==> config.mk <==
export PLATFORM = sky130hd
export DESIGN_NAME = phy_reset_strap_sequencer
export DESIGN_NICKNAME = d
export VERILOG_FILES = /design/src/hw/phy_reset_strap_sequencer.v
export VERILOG_INCLUDE_DIRS = /design/src /design/src/hw
export SDC_FILE = /design/constraint.sdc
export NUM_CORES = 1
export LEC_CHECK = 0
export ABC_AREA = 1
export BUFFER_PORTS_ARGS = -buffer_cell sky130_fd_sc_hd__buf_2
export CORE_MARGIN = 5
export CORE_UTILIZATION = 58
export DETAILED_ROUTE_END_ITERATION = 7
export PLACE_DENSITY_LB_ADDON = 0.08
export RECOVER_POWER = 25
export SKIP_CTS_REPAIR_TIMING = 1
export SYNTH_ARGS = -nofsm -noshare
export SYNTH_HDL_FRONTEND = slang
export SYNTH_SLANG_ARGS = --single-unit
export TNS_END_PERCENT = 20
==> constraint.sdc <==
create_clock -name clk_sys -period 2.3 [get_ports clk_sys]
set_clock_uncertainty 0.15 [all_clocks]
set_input_delay 0.345 -clock clk_sys [delete_from_list [all_inputs] [get_ports clk_sys]]
set_output_delay 0.345 -clock clk_sys [all_outputs]
set_load 0.01 [all_outputs]
==> src/hw/phy_reset_map.vh <==
// Purpose: constants for the phy reset and strap sequencer
// Assumes: system clock of 100 MHz
// Notes:   times in their own unit, cycle counts derived from them
`ifndef PHY_RESET_MAP_VH
`define PHY_RESET_MAP_VH

`define CLK_PERIOD_PS        10000
// supply stable to reset release, ms
`define SUPPLY_SETTLE_MS     10
// warm reset low time, us
`define WARM_RESET_US        500
// management hold-off after release, us
`define MGMT_HOLDOFF_US      100
// release to strap pin drive, ns
`define STRAP_DRIVE_NS       6
`define STRAP_DRIVE_CYC      ((`STRAP_DRIVE_NS * 1000 + `CLK_PERIOD_PS - 1) / `CLK_PERIOD_PS)
`define MGMT_HOLDOFF_CYC     ((`MGMT_HOLDOFF_US * 1000000) / `CLK_PERIOD_PS)
// hold-off counter reset value
`define HOLD_CNT_RESET       32'h00000000
// clock mode encodings
`define MODE_25MHZ           1'b0
`define MODE_50MHZ           1'b1
// strap reset value: floating decodes as one
`define STRAP_RESET_VAL      1'b1

`endif

==> src/hw/phy_reset_strap_sequencer.v <==
// Purpose: reset, strap latch and clock mode logic inside the phy
// Assumes: reset_n_in is synchronous to clk_sys; 100 MHz clock
// Notes:   crystal_in sampled as a plain input
//
// What this block does
// - strap pins are latched at reset release on power-up and warm reset.
// - strap pins drive outputs only after release, at least 6 ns later.
// - strap pulled up or floating reads one, pulled down reads zero.
// - 25 MHz mode: crystal reference, RMII clock out toggles on each crystal change, so runs at the crystal rate.
// - 50 MHz mode: crystal input used directly as RMII reference.
`timescale 1ns/1ps
`default_nettype none
`include "phy_reset_map.vh"

module phy_reset_strap_sequencer #(
    parameter HOLDOFF_CYC = `MGMT_HOLDOFF_CYC
) (
    input  wire clk_sys,
    input  wire rst,
    input  wire reset_n_in,
    input  wire autoneg_speed_strap,
    input  wire clock_mode_strap,
    input  wire link_status,
    input  wire crystal_in,
    input  wire management_port_req,
    output reg  autoneg_speed_cfg_q,
    output reg  clock_mode_cfg_q,
    output reg  link_led_out,
    output reg  link_led_oe,
    output reg  crystal_out,
    output reg  rmii_ref_clk_q,
    output reg  phy_in_reset_q,
    output reg  management_ready_q,
    output reg  management_accept_q
);

// ----------------------------------------
// local sizes
// ----------------------------------------
// hold-off counter is wide enough for any sensible hold-off
localparam             CNT_W     = 32;
localparam [CNT_W-1:0] HOLD_LAST = HOLDOFF_CYC - 1;

reg             reset_n_q;
reg             drive_cnt_q;
reg [CNT_W-1:0] hold_cnt_q;
reg [CNT_W-1:0] hold_cnt_d;
reg             ready_d;
reg             accept_d;
reg             xtal_q;
reg             ref_clk_d;
reg             crystal_out_d;
wire            release_edge;
wire            pin_held;
wire            hold_done;

// ----------------------------------------
// pin state decodes
// ----------------------------------------
// release is the first cycle the pin reads high after reading low
assign release_edge = reset_n_in & ~reset_n_q;
assign pin_held     = ~reset_n_in;
assign hold_done    = (hold_cnt_q >= HOLD_LAST);

// ----------------------------------------
// reset pin sampling
// ----------------------------------------
always @(posedge clk_sys) begin
    if (rst) begin
        reset_n_q      <= 1'b0;
        phy_in_reset_q <= 1'b1;
    end else begin
        reset_n_q      <= reset_n_in;
        phy_in_reset_q <= pin_held;
    end
end

// ----------------------------------------
// strap latch
// ----------------------------------------
// straps are taken only on release, so later pin activity cannot
// disturb the configuration
always @(posedge clk_sys) begin
    if (rst) begin
        autoneg_speed_cfg_q <= `STRAP_RESET_VAL;
        clock_mode_cfg_q    <= `MODE_25MHZ;
    end else if (release_edge) begin
        // pad level: pull-up or float arrives high, pull-down low
        autoneg_speed_cfg_q <= autoneg_speed_strap;
        clock_mode_cfg_q    <= clock_mode_strap;
    end
end

// ----------------------------------------
// strap pin turn-around
// ----------------------------------------
// pin stays an input while held and two cycles past release
always @(posedge clk_sys) begin
    if (rst) begin
        drive_cnt_q  <= 1'b0;
        link_led_oe  <= 1'b0;
        link_led_out <= 1'b0;
    end else if (pin_held) begin
        drive_cnt_q <= 1'b0;
        link_led_oe <= 1'b0;
    end else begin
        if (reset_n_q) begin
            drive_cnt_q <= 1'b1;
        end
        link_led_oe  <= drive_cnt_q;
        link_led_out <= ~link_status;
    end
end

// ----------------------------------------
// management hold-off next value
// ----------------------------------------
always @* begin
    hold_cnt_d = hold_cnt_q;
    ready_d    = management_ready_q;
    if (pin_held) begin
        hold_cnt_d = `HOLD_CNT_RESET;
        ready_d    = 1'b0;
    end else if (reset_n_q && !management_ready_q) begin
        if (hold_done) begin
            ready_d = 1'b1;
        end else begin
            hold_cnt_d = hold_cnt_q + {{(CNT_W-1){1'b0}}, 1'b1};
        end
    end
end

// ----------------------------------------
// management hold-off registers
// ----------------------------------------
always @(posedge clk_sys) begin
    if (rst) begin
        hold_cnt_q         <= `HOLD_CNT_RESET;
        management_ready_q <= 1'b0;
    end else begin
        hold_cnt_q         <= hold_cnt_d;
        management_ready_q <= ready_d;
    end
end

// ----------------------------------------
// management accept
// ----------------------------------------
// requests are dropped, not queued, while held or before hold-off ends
always @* begin
    accept_d = 1'b0;
    if (!pin_held) begin
        accept_d = management_port_req & management_ready_q;
    end
end

always @(posedge clk_sys) begin
    if (rst) begin
        management_accept_q <= 1'b0;
    end else begin
        management_accept_q <= accept_d;
    end
end

// ----------------------------------------
// reference clock next values
// ----------------------------------------
// the reference is sampled as data; the RMII clock toggles on each
// change of the sampled reference
always @* begin
    crystal_out_d = 1'b0;
    ref_clk_d     = crystal_in;
    case (clock_mode_cfg_q)
        `MODE_25MHZ: begin
            crystal_out_d = ~crystal_in;
            if (crystal_in ^ xtal_q) begin
                ref_clk_d = ~rmii_ref_clk_q;
            end else begin
                ref_clk_d = rmii_ref_clk_q;
            end
        end
        `MODE_50MHZ: begin
            crystal_out_d = 1'b0;
            ref_clk_d     = crystal_in;
        end
        default: begin
            crystal_out_d = 1'b0;
            ref_clk_d     = rmii_ref_clk_q;
        end
    endcase
end

// ----------------------------------------
// reference clock registers
// ----------------------------------------
always @(posedge clk_sys) begin
    if (rst) begin
        xtal_q         <= 1'b0;
        crystal_out    <= 1'b0;
        rmii_ref_clk_q <= 1'b0;
    end else begin
        xtal_q         <= crystal_in;
        crystal_out    <= crystal_out_d;
        rmii_ref_clk_q <= ref_clk_d;
    end
end

endmodule
`default_nettype wire

==> results.sh <==
export IMPL_status="finished, final reports clean"
export IMPL_global_route_wire_length_before_repair_mm=5.93
export IMPL_synthMuxAreaShare_pct=0
export IMPL_worstSkewPairLatency_ns=0.34
export IMPL_worst_setup_margin_ns=0.471
export IMPL_cts_max_level=2
export IMPL_fp_coreArea_um2=3050
export IMPL_chipHeight_um=66.4
export IMPL_max_slew_margin_rel_pct=27.9
export IMPL_path_type_of_the_worst_setup_path="flip-flop to flip-flop"
export IMPL_grt_setup_unrepaired="false"
export IMPL_detailedPlacementHpwl_mm=2.17
export IMPL_post_synth_and_or_nand_nor_area_fraction_pct=31.7
export IMPL_synth_ff_latch_count=44
export IMPL_grt_total_usage_pct=17.3
export IMPL_cts_sinks=44
export IMPL_routabilityCongestion=0.819
export IMPL_leakagePower_uw=0.000788
export IMPL_port_buffers=16
export IMPL_time_the_final_worst_path_needs_with_i_o_delays_and_setup_ns=1.83
export IMPL_overall_die_area_um2=4400
export IMPL_critPathMaxFanout=15
export IMPL_min_delay_path_class="input pin to flip-flop"
export IMPL_ys_types=25
export IMPL_pwr_total_uw=1290
export IMPL_final_instance_count_excl_fill=315
export IMPL_insertedDiodeCount=0
export IMPL_cts_buffer_depth=2
export IMPL_final_net_count=279
export IMPL_synthesis_nets=261
export IMPL_cts_root_buffer="clkbuf_4"
export IMPL_syn_inst=252
export IMPL_drv_max_cap_violation_count=0
export IMPL_route_detailed_vias_per_inst=4.76
export IMPL_timing_final_setup_violations=0
export IMPL_synthAdderAreaFrac_pct=0.679
export IMPL_peakVddDrop_v=0.000342
export IMPL_overflow=0
export IMPL_synthesis_area_per_instance_um2=7.31
export IMPL_number_of_global_route_vias_before_repair=1446
export IMPL_preCtsSetupSlack_ns=0.519
export IMPL_die_width_um=66.4
export IMPL_first_iter_violations=99
export IMPL_cts_tree="built"
export IMPL_place_inst=307
export IMPL_setup_total_negative_slack_ns=0
export IMPL_syn_area_um2=1840
export IMPL_pin_count_of_the_biggest_net_entering_global_routing=38
export IMPL_critPathRequiredTime_ns=2.42
export IMPL_pwr_density_cell_nw_per_um2=640
export IMPL_number_of_nets_with_antenna_violations_after_routing=0
export IMPL_synth_compound_gate_area_share_pct=6.79
export IMPL_drive_gt1_share_pct=12.5
export IMPL_timing_final_crit_share_pct=79.5
export IMPL_cts_made_buffers=5
export IMPL_start_kind="flip-flop"
export IMPL_floorplan_initialDensity_pct=60.4
export IMPL_max_clock_freq_mhz=547
export IMPL_synth_top_family_by_area="simple AND/OR/NAND/NOR gates"
export IMPL_vias=1500
export IMPL_warnings_synthesis=0
export IMPL_final_hold_violation_count=0
export IMPL_num_rows=20
export IMPL_grt_antenna_before_repair=0
export IMPL_dr_pass1_iters=4
export IMPL_tightestPinTransition_ns=1.08
export IMPL_syn2layout_area_growth_pct=9.64
export IMPL_drt_drc_violations_left=0
export IMPL_boundaryPins=17
export IMPL_wl_per_cell_um=9.92
export IMPL_crit_arrival_ns=1.95
export IMPL_cts_clk_slew_worst_paths_ns=0.12
export IMPL_drv_slew=0
export IMPL_totalWireLength_mm=3.12
export IMPL_synth_xor_area_share_pct=3.33
export IMPL_endpoint_kind="flip-flop"
export IMPL_finalHoldWorstSlack_ns=0.0519
export IMPL_seq_area_frac_synth_pct=47.8
## synthesized netlist by cell type, drive strengths merged
| cell | n | area share [%] |
|---|---|---|
| a21oi | 18 | 5.3 |
| buf | 5 | 1.9 |
| clkbuf | 1 | 0.20 |
| clkinv | 1 | 0.27 |
| dfxtp | 44 | 48 |
| ha | 1 | 0.68 |
| inv | 36 | 7.3 |
| nand2 | 50 | 10 |
| nand3 | 26 | 7.9 |
| nand4 | 5 | 2.0 |
| nor2 | 51 | 11 |
| nor3 | 2 | 0.54 |
| o21a | 1 | 0.41 |
| o21ai | 4 | 1.1 |
| xnor2 | 4 | 1.9 |
| xor2 | 3 | 1.4 |
## registers in the layout (all words and copies together), names as in the netlist
name,count
hold_cnt_q,32
autoneg_speed_cfg_q,1
clock_mode_cfg_q,1
crystal_out,1
drive_cnt_q,1
link_led_oe,1
link_led_out,1
management_accept_q,1
management_ready_q,1
phy_in_reset_q,1
reset_n_q,1
rmii_ref_clk_q,1
xtal_q,1
## layout by cell type (no fill, tap or decap), types with 3 or more instances in the layout
cell / count
dfxtp_1: 44
nor2_1: 49
a21oi_1: 16
clkbuf_4: 5
clkbuf_1: 3
inv_1: 34
nand2_1: 49
buf_2: 14
nand4_1: 4
nand3_2: 3
xnor2_1: 4
o21ai_0: 4
xor2_1: 3
nand3_1: 23
## layout make-up
type,instances,area [µm²]
Fill cell,296,1030
Sequential cell,44,881
Multi-Input combinational cell,165,783
Inverter,37,140
Timing Repair Buffer,17,85.1
Tap cell,44,55.1
Clock buffer,6,41.3
Clock inverter,2,35.0
## worst paths after layout
check | from | endpoint | slack [ns] | depth (start not counted)
max | hold_cnt_q[0]$_SDFFE_PP0P_ | hold_cnt_q[6]$_SDFFE_PP0P_ | 0.47 | 8
max reg2reg | hold_cnt_q[0]$_SDFFE_PP0P_ | hold_cnt_q[6]$_SDFFE_PP0P_ | 0.47 | 8
min reg2reg | hold_cnt_q[29]$_SDFFE_PP0P_ | hold_cnt_q[29]$_SDFFE_PP0P_ | 0.28 | 2
min | autoneg_speed_strap | autoneg_speed_cfg_q$_SDFFE_PP1P_ | 0.05 | 3
## worst max-delay path: stages (launching register included)
cell and delay (ns):
dfxtp_1 0.38, ha_1 0.28, nand3_2 0.14, nand3_2 0.07, nand3_2 0.08, nand2_2 0.07
nor2_4 0.29, nand3_1 0.13, a21oi_1 0.16
## metal layers
metal  up-vias  GRT usage (%)  share of wire (%)
met5         -              0                  0
met4         0           9.14                1.8
met3         7           3.57                3.9
met2        15           29.4                 48
met1       661           20.3                 46
li1        817              -                  -
## stage by stage
| stage | area [µm²] | utilization [%] |
|---|---|---|
| floorplan | 1840 | - |
| global placement | 1950 | 63.8 |
| detailed placement | 1950 | 63.8 |
| CTS | 2020 | 66.3 |
| global route | 2020 | 66.2 |
| finish | 2020 | 66.2 |
## cells by family (layout without fill, tap and decap cells)
logic type / after synthesis / after routing
xor gates and xnor gates: 7 / 7
AOI/OAI and AO/OA: 23 / 23
adders and majority gates: 1 / 1
and+or+nand+nor: 134 / 134
DFF: 44 / 44
buffers and inverters: 43 / 62
## power by group
group          switching [µW]  internal, µW
Clock                     230           228
Sequential               6.64           773
Combinational            36.6          19.3
Total                     273          1020
Note: power is estimated with default switching activity, not from simulation.
